--- config.mk ---
export PLATFORM = sky130hd
export DESIGN_NAME = async_serial_transceiver_fifo
export DESIGN_NICKNAME = d
export VERILOG_FILES = /design/src/uart_pkg.sv /design/src/fifo_if.sv /design/src/async_serial_transceiver_fifo.sv /design/src/word_fifo.sv
export SDC_FILE = /design/constraint.sdc
export NUM_CORES = 1
export LEC_CHECK = 0
export BUFFER_PORTS_ARGS = -buffer_cell sky130_fd_sc_hd__buf_2
export CAP_MARGIN = 20
export CORE_UTILIZATION = 45
export CTS_BUF_LIST = sky130_fd_sc_hd__clkbuf_2
export CTS_CLUSTER_SIZE = 8
export DETAILED_ROUTE_END_ITERATION = 12
export HOLD_SLACK_MARGIN = 0.12
export PLACE_DENSITY = 0.74
export SLEW_MARGIN = 30
export SYNTH_ARGS = -nofsm -noshare
export SYNTH_HDL_FRONTEND = slang
export SYNTH_SLANG_ARGS = --single-unit
--- constraint.sdc ---
create_clock -name clk_sys -period 2.8 [get_ports clk_sys]
set_clock_uncertainty 0.15 [all_clocks]
set_input_delay 0.14 -clock clk_sys [delete_from_list [all_inputs] [get_ports clk_sys]]
set_output_delay 0.14 -clock clk_sys [all_outputs]
set_load 0.1 [all_outputs]
--- src/uart_pkg.sv ---
// constants, formats and state types shared by the serial transceiver
package uart_pkg;
    localparam int DATA_W = 9;
    localparam int RX_ENTRY_W = 11;
    localparam int FIFO_DEPTH = 4;
    localparam int CNT_W = 3;
    localparam logic [CNT_W-1:0] CNT_FULL = 3'h4;
    localparam logic [CNT_W-1:0] CNT_ONE = 3'h1;
    localparam logic [CNT_W-1:0] CNT_TWO = 3'h2;
    localparam logic [CNT_W-1:0] CNT_THREE = 3'h3;
    // format select encodings
    localparam logic [1:0] FMT_8N = 2'h0;
    localparam logic [1:0] FMT_8E = 2'h1;
    localparam logic [1:0] FMT_8O = 2'h2;
    localparam logic [1:0] FMT_9N = 2'h3;
    localparam logic [1:0] FORMAT_RESET = FMT_8N;
    localparam logic STOP_RESET = 1'b0;
    localparam logic [1:0] RX_SEL_THREE = 2'h2;
    localparam logic [1:0] RX_SEL_FOUR = 2'h3;
    // oversampling: 16 sub-ticks per bit, sample in the middle
    localparam logic [3:0] PHASE_LAST = 4'hF;
    localparam logic [3:0] PHASE_MID = 4'h7;
    localparam logic [3:0] BITS_8 = 4'h8;
    localparam logic [3:0] BITS_9 = 4'h9;
    localparam logic [15:0] DIV_RESET = 16'h0000;

    typedef enum logic [2:0] {TX_IDLE, TX_START, TX_DATA, TX_PAR, TX_STOP} tx_state_t;
    typedef enum logic [2:0] {
        RX_IDLE, RX_START, RX_DATA, RX_PAR, RX_STOP, RX_HOLD, RX_WAITHI
    } rx_state_t;
endpackage

--- src/fifo_if.sv ---
// handshake bundle between the transceiver and one of its word fifos
`timescale 1ns/10ps
interface fifo_if #(parameter int W = 9);
    logic wr_valid;
    logic wr_ready;
    logic [W-1:0] wr_data;
    logic rd_valid;
    logic rd_ready;
    logic [W-1:0] rd_data;
    logic [uart_pkg::CNT_W-1:0] count;
    logic flush;
    modport user (output wr_valid, wr_data, rd_ready, flush,
                  input wr_ready, rd_valid, rd_data, count);
    modport store (input wr_valid, wr_data, rd_ready, flush,
                   output wr_ready, rd_valid, rd_data, count);
endinterface

--- src/async_serial_transceiver_fifo.sv ---
// full-duplex asynchronous serial transceiver with four-word fifos each way
// What this block does
// - alt_pin_select high uses alternate tx/rx pins, low uses primary pins.
// - format_select picks 8E, 8O, 8N or 9N data framing.
// - stop_select picks one or two stop bits per transmitted frame.
// - format resets to eight data bits, no parity, one stop bit.
// - enabled and idle transmitter loads a written word and starts shifting.
// - word written before tx_enable starts at once when tx_enable rises.
// - tx fifo holds four 9-bit words; tx_full reports a full fifo.
// - writes into a full tx fifo are dropped, contents and pointers kept.
// - any reset empties both fifos.
// - tx irq pulses per fifo-to-shift transfer, or only when it empties fifo.
// - send_break forces the tx line low over everything except module disable.
// - rx fifo holds four words; rx_data_avail shows it is non-empty.
// - reading an empty rx fifo returns stale data without advancing.
// - each read of a non-empty fifo advances the head; error bits follow the head word.
// - rx irq pulses per transfer, or at three or four words held.
// - full fifo at stop completion sets overrun and halts reception.
// - a low stop bit, either of two, sets the stored framing error.
// - wrong parity in parity modes sets the stored parity error.
// - rx_idle low from start bit detection to stop completion.
// - long break ends frame, loads zeros with framing error, sets idle.
// - after a break frame the line must return high before new start.
// - module disable empties fifos, clears baud counter, flags and break.
// - tx line idles high while enabled and not transmitting.
`timescale 1ns/10ps
module async_serial_transceiver_fifo (
    // clock, reset, enable
    input wire logic clk_sys,
    input wire logic rstn,
    input wire logic ce,
    // configuration
    input wire logic module_enable,
    input wire logic alt_pin_select,
    input wire logic [1:0] format_select,
    input wire logic stop_select,
    input wire logic tx_enable,
    input wire logic send_break,
    input wire logic tx_irq_select,
    input wire logic [1:0] rx_irq_select,
    input wire logic [15:0] baud_div,
    // transmit data
    input wire logic tx_wr_stb,
    input wire logic [8:0] tx_wr_data,
    // receive data
    input wire logic rx_rd_stb,
    output logic [8:0] rx_rd_data,
    // status and events
    input wire logic overrun_clr,
    output logic tx_full,
    output logic tx_shift_empty,
    output logic rx_data_avail,
    output logic overrun_err,
    output logic framing_err,
    output logic parity_err,
    output logic rx_idle,
    output logic tx_irq_flag,
    output logic rx_irq_flag,
    // serial pins
    input wire logic primary_rx_pin,
    input wire logic alt_rx_pin,
    output logic primary_tx_pin,
    output logic alt_tx_pin
);
    fifo_if #(.W(uart_pkg::DATA_W)) txf();
    fifo_if #(.W(uart_pkg::RX_ENTRY_W)) rxf();

    word_fifo #(.W(uart_pkg::DATA_W)) u_tx_fifo (
        .clk_sys(clk_sys), .rstn(rstn), .ce(ce), .f(txf.store));
    word_fifo #(.W(uart_pkg::RX_ENTRY_W)) u_rx_fifo (
        .clk_sys(clk_sys), .rstn(rstn), .ce(ce), .f(rxf.store));

    // ================================
    // configuration and baud tick
    logic [1:0] fmt_q;
    logic stop_q;
    logic alt_sel_q;
    logic [15:0] div_q;
    logic tick;
    logic has_par;
    logic [3:0] nbits;

    always_ff @(posedge clk_sys or negedge rstn) begin
        if (!rstn) begin
            fmt_q <= uart_pkg::FORMAT_RESET;
            stop_q <= uart_pkg::STOP_RESET;
            alt_sel_q <= 1'b0;
        end else if (ce) begin
            fmt_q <= format_select;
            stop_q <= stop_select;
            alt_sel_q <= alt_pin_select;
        end
    end

    assign has_par = (fmt_q == uart_pkg::FMT_8E) || (fmt_q == uart_pkg::FMT_8O);
    assign nbits = (fmt_q == uart_pkg::FMT_9N) ? uart_pkg::BITS_9 : uart_pkg::BITS_8;
    assign tick = ce && module_enable && (div_q == baud_div);

    always_ff @(posedge clk_sys or negedge rstn) begin
        if (!rstn) div_q <= uart_pkg::DIV_RESET;
        else if (ce) begin
            if (!module_enable || tick) div_q <= uart_pkg::DIV_RESET;
            else div_q <= div_q + 16'h0001;
        end
    end

    // ================================
    // transmitter
    uart_pkg::tx_state_t tx_st_q;
    logic [3:0] tx_phase_q;
    logic [3:0] tx_bit_q;
    logic [8:0] tx_sr_q;
    logic tx_par_q;
    logic tx_stop2_q;
    logic tx_line_q;
    logic tx_irq_q;
    logic tx_pop;
    logic tx_bit;

    assign txf.wr_valid = tx_wr_stb && module_enable;
    assign txf.wr_data = tx_wr_data;
    assign txf.flush = !module_enable;
    // break blocks loading so a frame is not cut by a held break
    assign tx_pop = ce && module_enable && tx_enable && !send_break
        && tx_st_q == uart_pkg::TX_IDLE && txf.rd_valid;
    assign txf.rd_ready = tx_pop;

    always_ff @(posedge clk_sys or negedge rstn) begin
        if (!rstn) begin
            tx_st_q <= uart_pkg::TX_IDLE;
            tx_phase_q <= 4'h0;
            tx_bit_q <= 4'h0;
            tx_sr_q <= 9'h000;
            tx_par_q <= 1'b0;
            tx_stop2_q <= 1'b0;
        end else if (ce) begin
            if (!module_enable) begin
                tx_st_q <= uart_pkg::TX_IDLE;
            end else if (tx_pop) begin
                // phase restarts from zero, so the start bit begins at once
                tx_sr_q <= txf.rd_data;
                tx_par_q <= (fmt_q == uart_pkg::FMT_8E) ? ^txf.rd_data[7:0]
                                                        : ~^txf.rd_data[7:0];
                tx_phase_q <= 4'h0;
                tx_st_q <= uart_pkg::TX_START;
            end else if (tick && tx_st_q != uart_pkg::TX_IDLE) begin
                tx_phase_q <= tx_phase_q + 4'h1;
                if (tx_phase_q == uart_pkg::PHASE_LAST) begin
                    case (tx_st_q)
                        uart_pkg::TX_START: begin
                            tx_st_q <= uart_pkg::TX_DATA;
                            tx_bit_q <= 4'h0;
                        end
                        uart_pkg::TX_DATA: begin
                            tx_sr_q <= {1'b0, tx_sr_q[8:1]};
                            tx_bit_q <= tx_bit_q + 4'h1;
                            tx_stop2_q <= 1'b0;
                            if (tx_bit_q == nbits - 4'h1) begin
                                tx_st_q <= has_par ? uart_pkg::TX_PAR
                                                   : uart_pkg::TX_STOP;
                            end
                        end
                        uart_pkg::TX_PAR: tx_st_q <= uart_pkg::TX_STOP;
                        uart_pkg::TX_STOP: begin
                            if (stop_q && !tx_stop2_q) tx_stop2_q <= 1'b1;
                            else tx_st_q <= uart_pkg::TX_IDLE;
                        end
                        default: tx_st_q <= uart_pkg::TX_IDLE;
                    endcase
                end
            end
        end
    end

    always_comb begin
        case (tx_st_q)
            uart_pkg::TX_START: tx_bit = 1'b0;
            uart_pkg::TX_DATA: tx_bit = tx_sr_q[0];
            uart_pkg::TX_PAR: tx_bit = tx_par_q;
            default: tx_bit = 1'b1;
        endcase
    end

    always_ff @(posedge clk_sys or negedge rstn) begin
        if (!rstn) begin
            tx_line_q <= 1'b1;
            tx_irq_q <= 1'b0;
        end else if (ce) begin
            if (!module_enable) tx_line_q <= 1'b1;
            else if (send_break) tx_line_q <= 1'b0;
            else tx_line_q <= tx_bit;
            tx_irq_q <= tx_pop && (!tx_irq_select || txf.count == uart_pkg::CNT_ONE);
        end
    end

    assign primary_tx_pin = alt_sel_q ? 1'b1 : tx_line_q;
    assign alt_tx_pin = alt_sel_q ? tx_line_q : 1'b1;
    assign tx_shift_empty = (tx_st_q == uart_pkg::TX_IDLE);
    assign tx_full = (txf.count == uart_pkg::CNT_FULL);
    assign tx_irq_flag = tx_irq_q;

    // ================================
    // receiver
    uart_pkg::rx_state_t rx_st_q;
    logic rx_meta_q;
    logic rx_sync_q;
    logic [3:0] rx_phase_q;
    logic [3:0] rx_bit_q;
    logic [8:0] rx_sr_q;
    logic rx_parbit_q;
    logic rx_framing_err_q;
    logic rx_stop2_q;
    logic ovr_q;
    logic rx_irq_q;
    logic rx_done;
    logic rx_push;
    logic frame_framing_err;
    logic frame_parity_err;
    logic [8:0] frame_data;
    logic [uart_pkg::RX_ENTRY_W-1:0] head_q;

    always_ff @(posedge clk_sys or negedge rstn) begin
        if (!rstn) begin
            rx_meta_q <= 1'b1;
            rx_sync_q <= 1'b1;
        end else if (ce) begin
            rx_meta_q <= alt_sel_q ? alt_rx_pin : primary_rx_pin;
            rx_sync_q <= rx_meta_q;
        end
    end

    assign rx_done = tick && rx_st_q == uart_pkg::RX_STOP
        && rx_phase_q == uart_pkg::PHASE_LAST && (!stop_q || rx_stop2_q);
    assign frame_framing_err = rx_framing_err_q || !rx_sync_q;
    assign frame_data = (nbits == uart_pkg::BITS_9) ? rx_sr_q : {1'b0, rx_sr_q[8:1]};
    assign frame_parity_err = has_par && ((fmt_q == uart_pkg::FMT_8E)
        ? (^frame_data[7:0] ^ rx_parbit_q) : ~(^frame_data[7:0] ^ rx_parbit_q));
    assign rx_push = rx_done && rxf.wr_ready;
    assign rxf.wr_valid = rx_push;
    assign rxf.wr_data = {frame_framing_err, frame_parity_err, frame_data};
    assign rxf.rd_ready = ce && rx_rd_stb && module_enable;
    assign rxf.flush = !module_enable;

    always_ff @(posedge clk_sys or negedge rstn) begin
        if (!rstn) begin
            rx_st_q <= uart_pkg::RX_IDLE;
            rx_phase_q <= 4'h0;
            rx_bit_q <= 4'h0;
            rx_sr_q <= 9'h000;
            rx_parbit_q <= 1'b0;
            rx_framing_err_q <= 1'b0;
            rx_stop2_q <= 1'b0;
        end else if (ce) begin
            if (!module_enable) begin
                rx_st_q <= uart_pkg::RX_IDLE;
            end else begin
                if (tick) rx_phase_q <= rx_phase_q + 4'h1;
                case (rx_st_q)
                    uart_pkg::RX_IDLE: begin
                        if (!rx_sync_q) begin
                            rx_st_q <= uart_pkg::RX_START;
                            rx_phase_q <= 4'h0;
                        end
                    end
                    uart_pkg::RX_START: begin
                        if (tick && rx_phase_q == uart_pkg::PHASE_MID) begin
                            // realign so later samples land mid-bit
                            rx_phase_q <= 4'h0;
                            rx_bit_q <= 4'h0;
                            rx_st_q <= rx_sync_q ? uart_pkg::RX_IDLE : uart_pkg::RX_DATA;
                        end
                    end
                    uart_pkg::RX_DATA: begin
                        if (tick && rx_phase_q == uart_pkg::PHASE_LAST) begin
                            rx_sr_q <= {rx_sync_q, rx_sr_q[8:1]};
                            rx_bit_q <= rx_bit_q + 4'h1;
                            rx_framing_err_q <= 1'b0;
                            rx_stop2_q <= 1'b0;
                            if (rx_bit_q == nbits - 4'h1) begin
                                rx_st_q <= has_par ? uart_pkg::RX_PAR : uart_pkg::RX_STOP;
                            end
                        end
                    end
                    uart_pkg::RX_PAR: begin
                        if (tick && rx_phase_q == uart_pkg::PHASE_LAST) begin
                            rx_parbit_q <= rx_sync_q;
                            rx_st_q <= uart_pkg::RX_STOP;
                        end
                    end
                    uart_pkg::RX_STOP: begin
                        if (rx_done) begin
                            if (!rxf.wr_ready) rx_st_q <= uart_pkg::RX_HOLD;
                            else if (frame_framing_err) rx_st_q <= uart_pkg::RX_WAITHI;
                            else rx_st_q <= uart_pkg::RX_IDLE;
                        end else if (tick && rx_phase_q == uart_pkg::PHASE_LAST) begin
                            rx_framing_err_q <= rx_framing_err_q || !rx_sync_q;
                            rx_stop2_q <= 1'b1;
                        end
                    end
                    // shifting stays halted until software clears the overrun
                    uart_pkg::RX_HOLD: if (!ovr_q) rx_st_q <= uart_pkg::RX_WAITHI;
                    uart_pkg::RX_WAITHI: if (rx_sync_q) rx_st_q <= uart_pkg::RX_IDLE;
                    default: rx_st_q <= uart_pkg::RX_IDLE;
                endcase
            end
        end
    end

    // ================================
    // receive status and events
    always_ff @(posedge clk_sys or negedge rstn) begin
        if (!rstn) begin
            ovr_q <= 1'b0;
            rx_irq_q <= 1'b0;
            head_q <= '0;
        end else if (ce) begin
            if (!module_enable) ovr_q <= 1'b0;
            else if (rx_done && !rxf.wr_ready) ovr_q <= 1'b1;
            else if (overrun_clr) ovr_q <= 1'b0;
            rx_irq_q <= rx_push && (!rx_irq_select[1]
                || (rx_irq_select == uart_pkg::RX_SEL_THREE && rxf.count == uart_pkg::CNT_TWO)
                || (rx_irq_select == uart_pkg::RX_SEL_FOUR && rxf.count == uart_pkg::CNT_THREE)
            );
            // empty fifo leaves the old slot in view
            head_q <= module_enable ? rxf.rd_data : '0;
        end
    end

    assign rx_rd_data = head_q[8:0];
    assign parity_err = head_q[9];
    assign framing_err = head_q[10];
    assign rx_data_avail = (rxf.count != '0);
    assign overrun_err = ovr_q;
    assign rx_idle = (rx_st_q == uart_pkg::RX_IDLE) || (rx_st_q == uart_pkg::RX_WAITHI)
        || (rx_st_q == uart_pkg::RX_HOLD);
    assign rx_irq_flag = rx_irq_q;
endmodule

--- src/word_fifo.sv ---
// four-word fifo with valid/ready on both sides
`timescale 1ns/10ps
module word_fifo #(parameter int W = 9) (
    // clock and reset
    input wire logic clk_sys,
    input wire logic rstn,
    input wire logic ce,
    // both sides of the buffer
    fifo_if.store f
);
    logic [W-1:0] mem_q [uart_pkg::FIFO_DEPTH];
    logic [1:0] wr_ptr_q;
    logic [1:0] rd_ptr_q;
    logic [uart_pkg::CNT_W-1:0] count_q;
    logic push;
    logic pop;

    assign f.wr_ready = (count_q != uart_pkg::CNT_FULL);
    assign f.rd_valid = (count_q != '0);
    // empty read shows the old slot: stale data, no pointer move
    assign f.rd_data = mem_q[rd_ptr_q];
    assign f.count = count_q;
    assign push = f.wr_valid && f.wr_ready;
    assign pop = f.rd_ready && f.rd_valid;

    // ================================
    // pointers and fill level
    always_ff @(posedge clk_sys or negedge rstn) begin
        if (!rstn) begin
            wr_ptr_q <= 2'h0;
            rd_ptr_q <= 2'h0;
            count_q <= '0;
        end else if (ce) begin
            if (f.flush) begin
                wr_ptr_q <= 2'h0;
                rd_ptr_q <= 2'h0;
                count_q <= '0;
            end else begin
                if (push) wr_ptr_q <= wr_ptr_q + 2'h1;
                if (pop) rd_ptr_q <= rd_ptr_q + 2'h1;
                if (push && !pop) count_q <= count_q + 3'h1;
                else if (pop && !push) count_q <= count_q - 3'h1;
            end
        end
    end

    // ================================
    // storage
    always_ff @(posedge clk_sys or negedge rstn) begin
        if (!rstn) begin
            for (int i = 0; i < uart_pkg::FIFO_DEPTH; i++) mem_q[i] <= '0;
        end else if (ce && push && !f.flush) begin
            mem_q[wr_ptr_q] <= f.wr_data;
        end
    end
endmodule
==> impl_metrics.csv <==
group,metric,value,unit
run_status,status,"finished clean",
floorplan,rows,51,
placed_design,io_buffers,62,
detailed_routing,routed_via_density,5.35,
floorplan,die_w,143,um
sta,hold_viol,0,
sta,setup_viol_count_final,0,
sta,max_slew_margin,58.1,%
synth,ys_ff_latch,176,
floorplan,io_pins,63,
setup_path,worstSetupEndpointType,"flop",
detailed_routing,vias,6604,
setup_path,required,3360,ps
synth,synth_area,8890,um^2
final_layout,fin_cells,1234,
clock_network,clk_pin_slew_worst_paths,280,ps
clock_network,cts_buffer_depth,2,
sta,max_freq,367,MHz
power_and_ir_drop,powerDensity,606,nW/um^2
power_and_ir_drop,power_switching_share,35.5,%
grt,antenna_found_initial,1,
synth,synth_ff_type,"dfrtp_1",
setup_path,r2r_start,"div_q[6]",
clock_network,cts_sinks,176,
final_layout,nFillCells,1736,
synth,ys_types,71,
final_layout,final_nets,1018,
grt,grt-ovfl-total,0,
setup_path,reg2reg_slack,80,ps
synth,ys_top_cells_by_area,"dfrtp_1, mux2_2, mux4_2, nand2_1, o21ai_0",
synth,netlist_top_cells_count,"dfrtp_1, nand2_1, o21ai_0, nor2_1, mux2_2",
synth,avgSynthCellArea,10.9,um^2
floorplan,coreArea,19400,um^2
clock_network,clk_latency,780,ps
synth,synth_edf_count,0,
synth,syn_inst,817,
power_and_ir_drop,seqPwrFrac,50.2,%
floorplan,initial_core_util,45.9,%
synth,syn_nets,880,
run,maxCapViolations,0,
synth,yosys_warnings,0,
worst_hold_path,worstHoldStart,"baud_div[14]",
synth,synth_top_area_share,48.7,%
grt,grt_usage,20.1,%
power_and_ir_drop,power.switching,2270,uW
final_layout,drive_gt1_share,22.8,%
synth,synth_area_leader_cell,"dfrtp_1",
setup_path,r2r_end,"overrun_err",
detailed_routing,drc,0,
setup_path,r2r_cells,8,
setup_path,critPathMaxFanout,8,
placed_design,dpl.hpwl,13100,um
clock_network,cts-root-buf,"clkbuf_2",
worst_hold_path,worstHoldPathType,"primary input to flop",
power_and_ir_drop,p_leak,0.00486,uW
detailed_routing,ant_nets,0,
setup_path,arrival,3290,ps
power_and_ir_drop,comb_power_share,29.4,%
grt,grt_max_degree,66,
grt,grt_pass1_wl,32000,um
floorplan,die_area,20300,um^2
detailed_routing,wirelength,19200,um
worst_hold_path,hold_depth,8,
worst_hold_path,hold_end,"u_rx_fifo.wr_ptr_q[0]",
sta,drv_slew,0,
sta,timing.final.crit_period,2720,ps
placed_design,place.gp.congestion,0.871,
clock_network,cts_tree,"yes",
power_and_ir_drop,ir_drop,0.404,mV
setup_path,start_kind,"flop",
synth,ys_seq_area_share,49.6,%
final_layout,area_growth,18.7,%
floorplan,die_h,143,um
synth,synth.most_common_cell,"dfrtp_1",
sta,setup-tns-final,0,ps
grt,grt_pass1_vias,6545,
detailed_routing,first_pass_iters,6,
power_and_ir_drop,p_clk_share,20.3,%
power_and_ir_drop,internal-power,4120,uW
placed_design,placed_cells,1137,
clock_network,numCtsBuffers,17,
clock_network,htree_levels,4,
detailed_routing,wl_per_cell,15.6,um
setup_path,critPathKind,"flop to flop",
synth,synth-async-reset-ratio,100,%
detailed_routing,drtIter0Drc,380,
sta,tightest_slew,629,ps
sta,fin_crit_sh,97.3,%
worst max-delay path, cell delays in order (launching register included):
cell	delay, ps
dfrtp_2	510
xor2_1	190
nor4_4	330
nand4_4	150
buf_4	200
nor2_4	190
nand2_2	120
o31ai_2	220
dlygate4sd3_1	600
flip-flops by register name, summed over array words and instances (netlist names), 4 cells and up:
register         count
tx_phase_q           4
rx_bit_q             4
rx_sr_q              9
tx_sr_q              9
head_q              11
rx_phase_q           4
tx_bit_q             4
u_rx_fifo.mem_q     44
u_tx_fifo.mem_q     36
div_q               16
routing by layer:
layer	vias to the layer above	share of wire, %	global-route usage [%]	wire, um
met5	-	0	0	0
met4	0	1.3	5.60	243
met3	28	4.0	4.04	763
met2	152	48	32.5	9220
met1	3230	47	27.6	9020
li1	3194	-	-	-
logic make-up (layout without fill, tap and decap cells):
| logic type | after synthesis | after routing | share of synthesized area [%] |
|---|---|---|---|
| other | 0 | 1 | 0 |
| adders and majority gates | 20 | 20 | 2.90 |
| DFF | 176 | 176 | 49.6 |
| buffers and inverters | 58 | 209 | 2.71 |
| xor gates and xnor gates | 55 | 55 | 5.42 |
| AOI/OAI and AO/OA | 148 | 148 | 10.2 |
| and+or+nand+nor | 267 | 267 | 15.2 |
| muxes | 93 | 93 | 14.0 |
through the flow:
| step | util (%) | hold WS [ps] | cell area (um^2) | total power (uW) | worst slack [ps] |
|---|---|---|---|---|---|
| after detailed placement | 49.7 | 60.5 | 9640 | 5040 | 137 |
| final | 54.4 | 193 | 10600 | 6390 | 75.5 |
| after CTS | 54.2 | 151 | 10500 | 6410 | 40.9 |
| after global routing | 54.4 | 164 | 10600 | 6730 | -14.5 |
| after floorplan | - | -306 | 8900 | 4590 | -90.1 |
| after global placement | 49.7 | 59.8 | 9640 | 4990 | 185 |
worst max path at each step:
stage | start | end | slack [ps] | depth (start not counted)
after global placement | div_q[3] | u_rx_fifo.f.count[2] | 190 | 10
after floorplan | tx_st_q[0] | u_tx_fifo.f.count[2] | -90 | 9
after global routing | div_q[12] | u_rx_fifo.f.count[2] | -10 | 10
after detailed placement | div_q[3] | u_rx_fifo.f.count[2] | 140 | 10
after CTS | div_q[7] | rx_irq_flag | 40 | 8
final | div_q[6] | overrun_err | 80 | 8
cells in the final DEF, fill, tap and decap left out, types with 9 or more instances in the layout:
cell	count
xor2_1	31
inv_1	17
dlygate4sd3_1	62
xnor2_1	24
buf_4	30
nand3_1	26
a22o_1	15
mux2i_1	22
mux2_1	10
mux4_2	20
buf_2	61
clkbuf_2	17
dfrtp_1	170
o21ai_0	67
mux2_2	41
nor3_1	9
nand2_1	103
nand4_1	14
a21oi_1	20
ha_1	19
nor2_1	54
final cells by class:
class	instances	area [um^2]	share of cell area, %
diodes	1	2.50	0.0237
flip-flops and latches	176	4410	41.8
inverters	20	75.1	0.711
clock inverters	15	141	1.34
multi-input cells	583	4280	40.5
well taps	265	332	3.14
repair buffers	157	1230	11.7
clock buffers	17	85.1	0.806
power groups by stage:
stage                     Clock, uW  Sequential [uW]  Combinational [uW]
after global routing           1420             3260                2050
after floorplan                   0             3150                1440
after CTS                      1330             3200                1890
after detailed placement          0             3250                1790
after global placement            0             3230                1760
final                          1300             3210                1880
what timing repair did:
item / CTS / global route
buffers inserted: 0 / 1
endpoints found under the setup margin: 0 / 4
resized for setup: 0 / 9
endpoints found under the hold margin: 297 / 0
hold buffers: 63 / 0
No activity file was read; power rests on OpenSTA's default activity.
